$ cat config.mk
export PLATFORM = sky130hd
export DESIGN_NAME = qos_priority_tagging
export DESIGN_NICKNAME = d
export VERILOG_FILES = /design/src/common/qos_pkg.sv /design/src/rtl/qos_priority_tagging.sv
export SDC_FILE = /design/constraint.sdc
export NUM_CORES = 2
export LEC_CHECK = 0
export BUFFER_PORTS_ARGS = -buffer_cell sky130_fd_sc_hd__buf_2
export CAP_MARGIN = 20
export CELL_PAD_IN_SITES_DETAIL_PLACEMENT = 1
export CELL_PAD_IN_SITES_GLOBAL_PLACEMENT = 2
export CORE_UTILIZATION = 45
export DETAILED_ROUTE_END_ITERATION = 8
export PLACE_DENSITY_LB_ADDON = 0.1
export SLEW_MARGIN = 15
export SYNTH_ARGS = -nofsm -noshare
export SYNTH_HDL_FRONTEND = slang
export SYNTH_SLANG_ARGS = --single-unit
$ cat constraint.sdc
create_clock -name clk_sys -period 6.3 [get_ports clk_sys]
set_clock_uncertainty 0.05 [all_clocks]
set_input_delay 0.315 -clock clk_sys [delete_from_list [all_inputs] [get_ports clk_sys]]
set_output_delay 0.315 -clock clk_sys [all_outputs]
set_load 0.01 [all_outputs]
$ cat src/common/qos_pkg.sv
// package: register map, field layout and frame constants of the qos block
package qos_pkg;
	// register groups (paddr[7:4]) and single addresses
	localparam logic [3:0]  GRP_CTRL       = 4'h0;
	localparam logic [3:0]  GRP_TAG        = 4'h1;
	localparam logic [3:0]  GRP_WEIGHT     = 4'h2;
	localparam logic [3:0]  GRP_DSCP       = 4'h4;
	localparam logic [7:0]  ADDR_TAG_MAP   = 8'h30;
	localparam logic [7:0]  ADDR_GLOBAL    = 8'h34;
	localparam logic [7:0]  ADDR_STATUS    = 8'h50;
	// per-port control word fields, then global and default tag field offsets
	localparam int          CTRL_SPLIT_LO  = 0;
	localparam int          CTRL_REMOVE    = 1;
	localparam int          CTRL_INSERT    = 2;
	localparam int          CTRL_PPRIO_LO  = 3;
	localparam int          CTRL_TAG_EN    = 5;
	localparam int          CTRL_DSCP_EN   = 6;
	localparam int          CTRL_CEIL      = 7;
	localparam int          CTRL_SPLIT_HI  = 8;
	localparam int          CTRL_WFQ       = 9;
	localparam int          CTRL_SRC_LO    = 12;
	localparam int          MAP2Q_LO       = 6;
	localparam int          TCI_PCP_LO     = 13;
	// reset values and the weight write mask
	localparam logic [15:0] CTRL_RST       = 16'h0000;
	localparam logic [15:0] TAG_RST        = 16'h0000;
	localparam logic [31:0] WEIGHT_RST     = 32'h08040201;
	localparam logic [31:0] WEIGHT_MASK    = 32'h7f7f7f7f;
	localparam logic [15:0] TAG_MAP_RST    = 16'hfa50;
	localparam logic [7:0]  GLOBAL_RST     = 8'h80;
	// frame layout (byte index, frame without fcs)
	localparam logic [4:0]  OFS_TYPE_HI    = 5'h0c;
	localparam logic [4:0]  OFS_TYPE_LO    = 5'h0d;
	localparam logic [4:0]  OFS_TCI_HI     = 5'h0e;
	localparam logic [4:0]  OFS_TCI_LO     = 5'h0f;
	localparam logic [4:0]  OFS_TOS_UNTAG  = 5'h0f;
	localparam logic [4:0]  OFS_INNER_HI   = 5'h10;
	localparam logic [4:0]  OFS_INNER_LO   = 5'h11;
	localparam logic [4:0]  OFS_TOS_TAG    = 5'h13;
	localparam logic [4:0]  CNT_MAX        = 5'h1f;
	localparam logic [15:0] TPID           = 16'h8100;
	localparam logic [15:0] ETH_IPV4       = 16'h0800;
	localparam logic [31:0] CRC_POLY       = 32'hedb88320;
	localparam logic [31:0] CRC_INIT       = 32'hffffffff;

	typedef enum logic [1:0] {
		QM_ONE  = 2'h0,
		QM_TWO  = 2'h1,
		QM_FOUR = 2'h2
	} queue_mode_t;

	typedef enum logic [2:0] {
		ED_HDR  = 3'h0,
		ED_HOLD = 3'h1,
		ED_TAIL = 3'h3,
		ED_BODY = 3'h2,
		ED_FCS  = 3'h6,
		ED_INS  = 3'h7,
		ED_DROP = 3'h5
	} edit_state_t;
endpackage : qos_pkg

$ cat src/rtl/qos_priority_tagging.sv
// qos classifier, egress queue scheduler and vlan tag editor with its fifo
`timescale 1ns/1ps
`default_nettype none

module qos_stream_fifo #(
	parameter int WIDTH = 14,
	parameter int DEPTH = 32
) (
	input  wire logic                     clk_sys,   // core clock
	input  wire logic                     rst_b,     // sync reset, active low
	input  wire logic                     in_valid,  // write request
	output logic                          in_ready,  // room for a word
	input  wire logic [WIDTH-1:0]         in_data,   // write word
	output logic                          out_valid, // word available
	input  wire logic                     out_ready, // read accept
	output logic [WIDTH-1:0]              out_data,  // head word
	output logic [$clog2(DEPTH):0]        level      // words held
);
	localparam int AW = $clog2(DEPTH);

	generate
		if (DEPTH < 2 || (1 << AW) != DEPTH)
		begin : g_bad_depth
			$error("fifo depth must be a power of two");
		end
	endgenerate

	logic [WIDTH-1:0] mem [DEPTH];
	logic [AW-1:0]    wr_ptr;
	logic [AW-1:0]    rd_ptr;
	wire              push = in_valid && in_ready;
	wire              pop  = out_valid && out_ready;
	wire [AW:0]       next_level = level + (AW+1)'(push) - (AW+1)'(pop);

	assign out_data = mem[rd_ptr];

	always_ff @(posedge clk_sys)
	begin
		if (push)
			mem[wr_ptr] <= in_data;
	end

	// flags registered so the ports come straight from flops
	always_ff @(posedge clk_sys)
	begin
		if (!rst_b)
		begin
			wr_ptr    <= '0;
			rd_ptr    <= '0;
			level     <= '0;
			in_ready  <= 1'b0;
			out_valid <= 1'b0;
		end
		else
		begin
			wr_ptr    <= wr_ptr + AW'(push);
			rd_ptr    <= rd_ptr + AW'(pop);
			level     <= next_level;
			in_ready  <= next_level != (AW+1)'(DEPTH);
			out_valid <= next_level != '0;
		end
	end
endmodule : qos_stream_fifo

module qos_priority_tagging #(
	parameter int FIFO_DEPTH = 32
) (
	input  wire logic        clk_sys,     // core clock, 100 MHz
	input  wire logic        rst_b,       // sync reset, active low
	input  wire logic [7:0]  paddr,       // apb byte address
	input  wire logic        psel,        // apb select
	input  wire logic        penable,     // apb access phase
	input  wire logic        pwrite,      // apb direction
	input  wire logic [31:0] pwdata,      // apb write data
	output logic      [31:0] prdata,      // apb read data
	output logic             pready,      // apb ready
	output logic             pslverr,     // apb error, unmapped address
	input  wire logic        ing_valid,   // ingress byte valid
	input  wire logic [7:0]  ing_data,    // ingress byte
	input  wire logic        ing_sop,     // first byte of packet
	input  wire logic        ing_eop,     // last byte of packet
	input  wire logic [1:0]  ing_src,     // ingress port, at sop
	input  wire logic [1:0]  ing_dst,     // egress port, at sop
	output logic             cls_valid,   // classification result pulse
	output logic      [1:0]  cls_port,    // egress port of the packet
	output logic      [1:0]  cls_queue,   // egress queue to use
	output logic      [1:0]  cls_prio,    // packet priority level
	input  wire logic        sch_req,     // scheduling request pulse
	input  wire logic [1:0]  sch_port,    // egress port to schedule
	input  wire logic [3:0]  sch_pending, // non-empty queues of that port
	output logic             gnt_valid,   // grant pulse
	output logic      [1:0]  gnt_queue,   // queue granted
	input  wire logic        eg_valid,    // egress byte valid
	output logic             eg_ready,    // egress fifo has room
	input  wire logic [7:0]  eg_data,     // egress byte, no fcs
	input  wire logic        eg_sop,      // first byte
	input  wire logic        eg_eop,      // last byte before fcs
	input  wire logic [1:0]  eg_src,      // ingress port of packet
	input  wire logic [1:0]  eg_dst,      // egress port of packet
	output logic             tx_valid,    // edited byte valid
	input  wire logic        tx_ready,    // mac accepts byte
	output logic      [7:0]  tx_data,     // edited byte
	output logic             tx_sop,      // first byte
	output logic             tx_eop       // last fcs byte
);
	localparam int FW = 14;
	localparam int LW = $clog2(FIFO_DEPTH) + 1;

	function automatic logic [31:0] crc_step(input logic [31:0] c, input logic [7:0] d);
		logic [31:0] r;
		r = c;
		for (int i = 0; i < 8; i++)
		begin
			r = (r[0] ^ d[i]) ? ((r >> 1) ^ qos_pkg::CRC_POLY) : (r >> 1);
		end
		return r;
	endfunction : crc_step

	logic [15:0]  port_ctrl [4];
	logic [15:0]  def_tag [4];
	logic [31:0]  weight [4];
	logic [15:0]  tag_map;
	logic [7:0]   glob;
	logic [127:0] dscp_map;
	logic [6:0]   credit [4][4];

	// register bus
	wire [1:0]  rp       = paddr[3:2];
	wire        aligned  = paddr[1:0] == 2'h0;
	wire        sel_ctrl = aligned && paddr[7:4] == qos_pkg::GRP_CTRL;
	wire        sel_tag  = aligned && paddr[7:4] == qos_pkg::GRP_TAG;
	wire        sel_wt   = aligned && paddr[7:4] == qos_pkg::GRP_WEIGHT;
	wire        sel_dscp = aligned && paddr[7:4] == qos_pkg::GRP_DSCP;
	wire        sel_map  = paddr == qos_pkg::ADDR_TAG_MAP;
	wire        sel_glob = paddr == qos_pkg::ADDR_GLOBAL;
	wire        sel_stat = paddr == qos_pkg::ADDR_STATUS;
	wire        hit      = sel_ctrl | sel_tag | sel_wt | sel_dscp | sel_map | sel_glob | sel_stat;
	wire        acc      = psel && penable;
	wire        wr_fire  = acc && pready && pwrite && hit;
	logic [2:0]    ed_st_bits;
	logic [LW-1:0] f_level;
	wire [31:0] status   = {13'h0, ed_st_bits, 16'(f_level)};
	wire [31:0] rd_data  = sel_ctrl ? {16'h0, port_ctrl[rp]} :
	                       sel_tag  ? {16'h0, def_tag[rp]} :
	                       sel_wt   ? weight[rp] :
	                       sel_dscp ? dscp_map[{rp, 5'h00} +: 32] :
	                       sel_map  ? {16'h0, tag_map} :
	                       sel_glob ? {24'h0, glob} :
	                       sel_stat ? status : 32'h0;

	// one wait state: ready rises in the second access cycle
	always_ff @(posedge clk_sys)
	begin
		if (!rst_b)
		begin
			pready  <= 1'b0;
			prdata  <= 32'h0;
			pslverr <= 1'b0;
		end
		else
		begin
			pready  <= acc && !pready;
			pslverr <= acc && !pready && !hit;
			if (acc && !pready)
				prdata <= rd_data;
		end
	end

	always_ff @(posedge clk_sys)
	begin
		if (!rst_b)
		begin
			for (int p = 0; p < 4; p++)
			begin
				port_ctrl[p] <= qos_pkg::CTRL_RST;
				def_tag[p]   <= qos_pkg::TAG_RST;
				weight[p]    <= qos_pkg::WEIGHT_RST;
			end
			tag_map  <= qos_pkg::TAG_MAP_RST;
			glob     <= qos_pkg::GLOBAL_RST;
			dscp_map <= '0;
		end
		else if (wr_fire)
		begin
			if (sel_ctrl)
				port_ctrl[rp] <= pwdata[15:0];
			else if (sel_tag)
				def_tag[rp] <= pwdata[15:0];
			else if (sel_wt)
				weight[rp] <= pwdata & qos_pkg::WEIGHT_MASK;
			else if (sel_dscp)
				dscp_map[{rp, 5'h00} +: 32] <= pwdata;
			else if (sel_map)
				tag_map <= pwdata[15:0];
			else if (sel_glob)
				glob <= pwdata[7:0];
		end
	end

	// ingress classification, decided on the last byte
	logic [4:0] ing_cnt;
	logic [1:0] c_src;
	logic [1:0] c_dst;
	logic [7:0] c_type_hi;
	logic       c_tagged;
	logic       c_ip_untag;
	logic       c_ip_tag;
	logic [2:0] c_pcp;
	logic [7:0] c_tos;

	wire [4:0]  ing_idx   = ing_sop ? 5'h00 : ing_cnt;
	wire [4:0]  ing_inc   = (ing_idx == qos_pkg::CNT_MAX) ? ing_idx : ing_idx + 5'h01;
	wire [15:0] ing_type  = {c_type_hi, ing_data};
	wire [15:0] ictl      = port_ctrl[c_src];
	wire [2:0]  idef_pcp  = def_tag[c_src][qos_pkg::TCI_PCP_LO +: 3];
	wire [2:0]  pcp_cap   = (ictl[qos_pkg::CTRL_CEIL] && c_pcp > idef_pcp) ? idef_pcp : c_pcp;
	wire        c_ip      = c_tagged ? c_ip_tag : c_ip_untag;
	wire [1:0]  p_tag     = (ictl[qos_pkg::CTRL_TAG_EN] && c_tagged) ?
	                        tag_map[{pcp_cap, 1'b0} +: 2] : 2'h0;
	// tos may be the eop byte itself, so bypass the register then
	wire        tos_hit   = (ing_idx == qos_pkg::OFS_TOS_UNTAG && !c_tagged) ||
	                        (ing_idx == qos_pkg::OFS_TOS_TAG && c_tagged);
	wire [7:0]  tos_now   = tos_hit ? ing_data : c_tos;
	wire [1:0]  p_dscp    = (ictl[qos_pkg::CTRL_DSCP_EN] && c_ip) ?
	                        dscp_map[{tos_now[7:2], 1'b0} +: 2] : 2'h0;
	wire [1:0]  p_port    = ictl[qos_pkg::CTRL_PPRIO_LO +: 2];
	wire [1:0]  p_max1    = (p_tag > p_port) ? p_tag : p_port;
	wire [1:0]  prio      = (p_dscp > p_max1) ? p_dscp : p_max1;
	wire [15:0] dctl      = port_ctrl[c_dst];
	wire [1:0]  dqm       = {dctl[qos_pkg::CTRL_SPLIT_HI], dctl[qos_pkg::CTRL_SPLIT_LO]};
	wire        two_high  = prio >= glob[qos_pkg::MAP2Q_LO +: 2];
	wire [1:0]  queue     = (dqm == qos_pkg::QM_FOUR) ? prio :
	                        (dqm == qos_pkg::QM_TWO) ? {1'b0, two_high} : 2'h0;

	always_ff @(posedge clk_sys)
	begin
		if (!rst_b)
		begin
			ing_cnt    <= 5'h00;
			c_src      <= 2'h0;
			c_dst      <= 2'h0;
			c_type_hi  <= 8'h00;
			c_tagged   <= 1'b0;
			c_ip_untag <= 1'b0;
			c_ip_tag   <= 1'b0;
			c_pcp      <= 3'h0;
			c_tos      <= 8'h00;
			cls_valid  <= 1'b0;
			cls_port   <= 2'h0;
			cls_queue  <= 2'h0;
			cls_prio   <= 2'h0;
		end
		else
		begin
			cls_valid <= ing_valid && ing_eop;
			if (ing_valid)
			begin
				ing_cnt <= ing_inc;
				if (ing_sop)
				begin
					c_src    <= ing_src;
					c_dst    <= ing_dst;
					c_tagged <= 1'b0;
					c_ip_tag <= 1'b0;
				end
				if (ing_idx == qos_pkg::OFS_TYPE_HI || ing_idx == qos_pkg::OFS_INNER_HI)
					c_type_hi <= ing_data;
				if (ing_idx == qos_pkg::OFS_TYPE_LO)
				begin
					c_tagged   <= ing_type == qos_pkg::TPID;
					c_ip_untag <= ing_type == qos_pkg::ETH_IPV4;
				end
				if (ing_idx == qos_pkg::OFS_INNER_LO && c_tagged)
					c_ip_tag <= ing_type == qos_pkg::ETH_IPV4;
				if (ing_idx == qos_pkg::OFS_TCI_HI && c_tagged)
					c_pcp <= ing_data[7:5];
				if (tos_hit)
					c_tos <= ing_data;
				if (ing_eop)
				begin
					cls_port  <= c_dst;
					cls_queue <= queue;
					cls_prio  <= prio;
				end
			end
		end
	end

	// egress scheduler: strict, or weighted by per-queue credit
	wire [15:0] sctl     = port_ctrl[sch_port];
	wire [1:0]  sqm      = {sctl[qos_pkg::CTRL_SPLIT_HI], sctl[qos_pkg::CTRL_SPLIT_LO]};
	wire [3:0]  s_active = (sqm == qos_pkg::QM_FOUR) ? 4'hf :
	                       (sqm == qos_pkg::QM_TWO) ? 4'h3 : 4'h1;
	wire [3:0]  s_pend   = sch_pending & s_active;
	wire        s_wfq    = sctl[qos_pkg::CTRL_WFQ] && sqm == qos_pkg::QM_FOUR;
	wire        s_grant  = sch_req && (|s_pend);
	logic [3:0] s_cred;
	logic [1:0] s_pick;
	logic [6:0] next_credit [4];
	wire        s_reload = s_wfq && !(|(s_pend & s_cred));
	wire [3:0]  s_cand   = (s_wfq && !s_reload) ? (s_pend & s_cred) : s_pend;

	always_comb
	begin
		s_pick = 2'h0;
		for (int q = 0; q < 4; q++)
		begin
			s_cred[q] = credit[sch_port][q] != 7'h00;
			if (s_cand[q])
				s_pick = 2'(q);
		end
	end

	// a queue that runs out of credit waits until every pending queue is spent
	always_comb
	begin
		for (int q = 0; q < 4; q++)
		begin
			next_credit[q] = s_reload ? weight[sch_port][q*8 +: 7] : credit[sch_port][q];
			if (s_pick == 2'(q) && next_credit[q] != 7'h00)
				next_credit[q] = next_credit[q] - 7'h01;
		end
	end

	always_ff @(posedge clk_sys)
	begin
		if (!rst_b)
		begin
			gnt_valid <= 1'b0;
			gnt_queue <= 2'h0;
			for (int p = 0; p < 4; p++)
				for (int q = 0; q < 4; q++)
					credit[p][q] <= 7'h00;
		end
		else
		begin
			gnt_valid <= s_grant;
			if (s_grant)
				gnt_queue <= s_pick;
			if (s_grant && s_wfq)
				for (int q = 0; q < 4; q++)
					credit[sch_port][q] <= next_credit[q];
		end
	end

	// egress tag editor behind the fifo
	logic          f_valid;
	logic [FW-1:0] f_word;
	logic          f_pop;

	qos_stream_fifo #(
		.WIDTH (FW),
		.DEPTH (FIFO_DEPTH)
	) u_fifo (
		.clk_sys   (clk_sys),
		.rst_b     (rst_b),
		.in_valid  (eg_valid),
		.in_ready  (eg_ready),
		.in_data   ({eg_src, eg_dst, eg_sop, eg_eop, eg_data}),
		.out_valid (f_valid),
		.out_ready (f_pop),
		.out_data  (f_word),
		.level     (f_level)
	);

	qos_pkg::edit_state_t ed_st;
	logic [4:0]  ed_cnt;
	logic [1:0]  ed_sub;
	logic [1:0]  e_src;
	logic [1:0]  e_dst;
	logic [7:0]  hold1;
	logic [7:0]  hold2;
	logic        e_tagged;
	logic        e_eop_held;
	logic [31:0] crc;
	logic        ed_emit;
	logic [7:0]  ed_byte;
	logic        ed_last;
	logic        consume;

	wire [1:0]  f_src     = f_word[13:12];
	wire [1:0]  f_dst     = f_word[11:10];
	wire        f_sop     = f_word[9];
	wire        f_eop     = f_word[8];
	wire [7:0]  f_byte    = f_word[7:0];
	wire        adv       = !tx_valid || tx_ready;
	wire [4:0]  e_idx     = f_sop ? 5'h00 : ed_cnt;
	wire [4:0]  e_inc     = (ed_cnt == qos_pkg::CNT_MAX) ? ed_cnt : ed_cnt + 5'h01;
	wire [15:0] ectl      = port_ctrl[e_dst];
	wire [15:0] sctl_e    = port_ctrl[e_src];
	wire [2:0]  edef_pcp  = def_tag[e_src][qos_pkg::TCI_PCP_LO +: 3];
	wire        ins_ok    = ectl[qos_pkg::CTRL_INSERT] && ectl[qos_pkg::CTRL_SRC_LO + e_src];
	wire        rem_ok    = ectl[qos_pkg::CTRL_REMOVE];
	wire        hold_tag  = {hold1, f_byte} == qos_pkg::TPID;
	wire [31:0] ins_word  = {qos_pkg::TPID, def_tag[e_src]};
	wire        cap_now   = e_tagged && ed_cnt == qos_pkg::OFS_TCI_HI &&
	                        sctl_e[qos_pkg::CTRL_CEIL] && f_byte[7:5] > edef_pcp;
	wire        ed_first  = ed_st == qos_pkg::ED_HDR && f_sop;
	wire [31:0] crc_next  = crc_step(ed_first ? qos_pkg::CRC_INIT : crc, ed_byte);

	assign ed_st_bits = ed_st;
	assign f_pop      = adv && consume;

	always_comb
	begin
		ed_emit = 1'b0;
		ed_byte = f_byte;
		ed_last = 1'b0;
		consume = 1'b0;
		case (ed_st)
			qos_pkg::ED_HDR:
			begin
				consume = f_valid;
				ed_emit = f_valid && e_idx != qos_pkg::OFS_TYPE_HI;
			end
			qos_pkg::ED_HOLD, qos_pkg::ED_DROP:
				consume = f_valid;
			qos_pkg::ED_INS:
			begin
				ed_emit = 1'b1;
				ed_byte = ins_word[{~ed_sub, 3'h0} +: 8];
			end
			qos_pkg::ED_TAIL:
			begin
				ed_emit = 1'b1;
				ed_byte = ed_sub[0] ? hold2 : hold1;
			end
			qos_pkg::ED_BODY:
			begin
				consume = f_valid;
				ed_emit = f_valid;
				if (cap_now)
					ed_byte = {edef_pcp, f_byte[4:0]};
			end
			qos_pkg::ED_FCS:
			begin
				ed_emit = 1'b1;
				ed_byte = ~crc[{ed_sub, 3'h0} +: 8];
				ed_last = ed_sub == 2'h3;
			end
			default:
				ed_emit = 1'b0;
		endcase
	end

	always_ff @(posedge clk_sys)
	begin
		if (!rst_b)
		begin
			tx_valid <= 1'b0;
			tx_data  <= 8'h00;
			tx_sop   <= 1'b0;
			tx_eop   <= 1'b0;
			crc      <= qos_pkg::CRC_INIT;
		end
		else if (adv)
		begin
			tx_valid <= ed_emit;
			if (ed_emit)
			begin
				tx_data <= ed_byte;
				tx_sop  <= ed_first;
				tx_eop  <= ed_last;
				if (ed_st != qos_pkg::ED_FCS)
					crc <= crc_next;
			end
		end
	end

	always_ff @(posedge clk_sys)
	begin
		if (!rst_b)
		begin
			ed_st      <= qos_pkg::ED_HDR;
			ed_cnt     <= 5'h00;
			ed_sub     <= 2'h0;
			e_src      <= 2'h0;
			e_dst      <= 2'h0;
			hold1      <= 8'h00;
			hold2      <= 8'h00;
			e_tagged   <= 1'b0;
			e_eop_held <= 1'b0;
		end
		else if (adv)
		begin
			case (ed_st)
				qos_pkg::ED_HDR:
					if (f_valid)
					begin
						ed_cnt <= e_idx + 5'h01;
						ed_sub <= 2'h0;
						if (f_sop)
						begin
							e_src <= f_src;
							e_dst <= f_dst;
						end
						if (e_idx == qos_pkg::OFS_TYPE_HI)
						begin
							hold1 <= f_byte;
							ed_st <= qos_pkg::ED_HOLD;
						end
						else if (f_eop)
							ed_st <= qos_pkg::ED_FCS;
					end
				qos_pkg::ED_HOLD:
					if (f_valid)
					begin
						hold2      <= f_byte;
						e_tagged   <= hold_tag;
						e_eop_held <= f_eop;
						ed_cnt     <= qos_pkg::OFS_TCI_HI;
						if (hold_tag && rem_ok && !f_eop)
							ed_st <= qos_pkg::ED_DROP;
						else if (!hold_tag && ins_ok)
							ed_st <= qos_pkg::ED_INS;
						else
							ed_st <= qos_pkg::ED_TAIL;
					end
				qos_pkg::ED_INS:
				begin
					ed_sub <= ed_sub + 2'h1;
					if (ed_sub == 2'h3)
						ed_st <= qos_pkg::ED_TAIL;
				end
				qos_pkg::ED_TAIL:
				begin
					ed_sub <= ed_sub + 2'h1;
					if (ed_sub[0])
					begin
						ed_sub <= 2'h0;
						ed_st  <= e_eop_held ? qos_pkg::ED_FCS : qos_pkg::ED_BODY;
					end
				end
				qos_pkg::ED_DROP:
					if (f_valid)
					begin
						ed_cnt <= e_inc;
						if (f_eop)
							ed_st <= qos_pkg::ED_FCS;
						else if (ed_cnt == qos_pkg::OFS_TCI_LO)
							ed_st <= qos_pkg::ED_BODY;
					end
				qos_pkg::ED_BODY:
					if (f_valid)
					begin
						ed_cnt <= e_inc;
						if (f_eop)
							ed_st <= qos_pkg::ED_FCS;
					end
				qos_pkg::ED_FCS:
				begin
					ed_sub <= ed_sub + 2'h1;
					if (ed_sub == 2'h3)
						ed_st <= qos_pkg::ED_HDR;
				end
				default:
					ed_st <= qos_pkg::ED_HDR;
			endcase
		end
	end
endmodule : qos_priority_tagging

`default_nettype wire

==> impl_metrics.csv <==
group,metric,value,unit
timing,fin_crit_sh,92.7,%
finish,area_growth,13.4,%
cts,htreeDepth,3,
grt,grt_overflow,0,
finish,drive_gt1_share,20.2,%
timing,finalSetupViolCount,0,
route,wirelength,168000,um
timing,final.setup.tns,0,ns
job,max-cap-violations,0,
power_and_ir_drop,powerDensity,348,mW/mm2
die,coreArea,0.116,mm2
finish,final_util,51.5,%
grt,antenna_found_initial,8,
timing,fmax,0.171,GHz
place,gp_congestion,0.862,
power_and_ir_drop,power_frac_comb,25.3,%
route,first_pass_iters,7,
grt,track_usage,28.3,%
synthesis,yosysMostFrequentCell,"edfxtp_1",
cts,post_cts.repair.setup_buffers,0,
power_and_ir_drop,seqPwrFrac,40.8,%
die,die_h,344,um
power_and_ir_drop,p_leak,20.4,nW
timing,rsz0062_at_grt,"false",
route,drtIter0Drc,3202,
finish,finalNetCount,4327,
synthesis,seq_area_frac_synth,57.9,%
setup_path,critPathRequiredTime,6.87,ns
route,ant_nets,0,
die,row_count,125,
synthesis,async_flop_share,0,%
route,wl_per_cell,28.8,um
die,io_pins,139,
cts,root_buffer,"clkbuf_16",
die,die_w,344,um
synthesis,ys_types,102,
timing,relSlewSlack,26.8,%
synthesis,synthTopCellsByArea,"edfxtp_1, mux4_2, dfxtp_1",
route,drc_errors,0,
grt,grt_pass1_vias,36035,
synthesis,ys_seq_elements,1126,
setup_path,worst-r2r-setup-slack,0.46,ns
power_and_ir_drop,p_total,20.8,mW
setup_path,crit_arrival,6.41,ns
cts,cts_sinks,1126,
place,dp_hpwl,112000,um
synthesis,yosys-top-cells-count,"edfxtp_1, nand2_1, nor2_1",
synthesis,synth_edf_count,800,
outcome,outcome,"complete, no violations",
power_and_ir_drop,swShare,29.7,%
min_path,worstHoldPathType,"input port to flop",
route,avgViaCountPerCell,6.11,
synthesis,netlist.top_cell.by_area,"edfxtp_1",
grt,grt_max_degree,134,
cts,clk_pin_slew,0.06,ns
timing,worst_pin_slew,1.09,ns
timing,whs,0.0444,ns
timing,maxSlewViolCount,0,
timing,hold_viol,0,
die,start_util,45.4,%
setup_path,end_kind,"flop",
synthesis,yosys_warnings,0,
cts,clk_latency,0.75,ns
synthesis,syn_area_per_cell,13.1,um2
timing,period_minus_slack,5.84,ns
power_and_ir_drop,clkPwrFrac,33.9,%
synthesis,synth_flop_cell,"edfxtp_1",
synthesis,syn-num-nets,4159,
place,portBuffers,138,
setup_path,critPathMaxFanout,8,
cts,cts_buffers,121,
die,die-area,0.119,mm2
cts,clk_path_buf_depth,3,
setup_path,critical_path_class,"flop to flop",
synthesis,netlist.area_leader.share,45.5,%
setup_path,setup.worst_path.start_class,"flop",
power_and_ir_drop,irDropWorstVdd,0.300,mV
cts,cts_tree,"built",
grt,grt_pass1_wl,246000,um
synthesis,syn-cell-area,0.0527,mm2
synthesis,syn_inst,4030,
power_and_ir_drop,power.switching,6.18,mW
power_and_ir_drop,internal_power,14.6,mW
route,dr_total_vias,35634,
==> flip-flops by register name (all words and copies together), names as in the netlist, 5 cells and up, named ones only <==
register	flops
tag_map	16
credit	112
ed_cnt	5
c_tos	6
hold2	8
u_fifo.mem	448
port_ctrl	64
prdata	32
glob	8
u_fifo.rd_ptr	5
def_tag	64
tx_data	8
weight	112
u_fifo.level	6
hold1	8
dscp_map	128
c_type_hi	8
u_fifo.wr_ptr	5
ing_cnt	5
crc	32
==> critical path: stages (launching register included) <==
cell and delay [ns]:
dfxtp_1 0.47, mux4_2 0.61, inv_1 0.09, ha_1 0.23
nor2b_1 0.14, o21a_1 0.17, o211a_2 0.33, mux2_2 0.37
mux2i_1 0.14, a21oi_1 0.15, mux2i_1 0.08, or2_2 0.30
ha_1 0.29, o22ai_1 0.22, nor2b_1 0.24, nor2_1 0.08
ha_1 0.32, nor2b_1 0.14, o22ai_1 0.11, nand2_1 0.11
or2_2 0.29, ha_1 0.26, nand2b_1 0.14, a21oi_1 0.13
nor3b_1 0.07, o21bai_1 0.14, o41ai_1 0.10
==> power by group through the flow <==
stage | logic, mW | clock network, mW | registers [mW]
final | 5.26 | 7.06 | 8.50
after global routing | 5.65 | 7.44 | 8.55
after CTS | 5.29 | 7.18 | 8.51
after detailed placement | 5.24 | 0 | 8.67
after global placement | 5.21 | 0 | 8.66
after floorplan | 3.97 | 0 | 8.48
==> cells by family (layout without fill, tap and decap cells) <==
kind of cell / after synthesis / after routing / synth area share (%)
xor gates and xnor gates: 102 / 102 / 2.08
DFF: 1126 / 1126 / 57.9
buffers and inverters: 354 / 629 / 2.82
AOI/OAI and AO/OA: 574 / 574 / 7.31
muxes: 458 / 458 / 16.3
adders and majority gates: 46 / 46 / 1.11
and+or+nand+nor: 1370 / 1370 / 12.5
other: 0 / 1 / 0
==> final timing paths <==
check,start,to,cells after the start
worst min register to register,e_tagged$_SDFFE_PN0P_,e_tagged$_SDFFE_PN0P_,2
worst max-delay path,flop,cls_queue[0]$_SDFFE_PN0P_,26
worst min-delay path,eg_dst[0],u_fifo.mem[22][10]$_DFFE_PP_,1
worst max register to register,flop,cls_queue[0]$_SDFFE_PN0P_,26
==> layout make-up <==
class	count	area, um2
antenna	1	2.50
clock buffer	165	3280
clock inverter	65	646
fill	11637	56400
inverter	68	263
multi-input combinational	2550	20800
sequential	1126	30600
tap	1524	1910
timing repair buffer	331	2310
==> what timing repair did <==
action	CTS	global route
endpoints found under the setup margin	0	1
gates resized for setup	0	4
hold buffers	48	0
endpoints found under the hold margin	291	0
==> metal layers <==
layer	wire length (um)	GRT usage, %
met2	76500	43.6
met4	3390	6.09
met1	77900	42.7
met5	0	0
met3	10300	3.92
==> per-stage QoR <==
stage / cell area [um2] / std cells / setup WS (ns)
6_report: 59800 / 5830 / 0.460
5_1_grt: 59800 / 5830 / 0.0268
4_1_cts: 59800 / 5827 / 0.331
3_5_place_dp: 55400 / 5549 / 0.297
3_3_place_gp: 55300 / 5548 / 0.403
2_1_floorplan: 52700 / 4030 / 0.515
==> cells in the final DEF, fill, tap and decap left out, types with 13 or more instances in the layout <==
master         count
a221oi_1          14
a211oi_1          44
and3_1            15
buf_2            134
nor2b_1           28
nand2_1          351
ha_1              45
a21oi_1          216
edfxtp_1         800
o22ai_1           22
nor4_1            15
clkbuf_1          36
a31oi_1           19
dfxtp_1          323
nor3_1            39
mux2_2            22
clkinv_1          25
mux4_2           317
nand3b_1          13
inv_1             63
a22oi_1           26
and2_1           250
clkbuf_16        122
xnor2_1           70
o211ai_1          31
nand2b_1          34
mux2i_1          115
o21ai_0           49
nor2_1           346
clkinv_2          27
nand3_1          197
xor2_1            15
o221ai_1          16
a22o_1            17
buf_4            144
dlygate4sd3_1     48
Power figures use the tool's default switching activity.
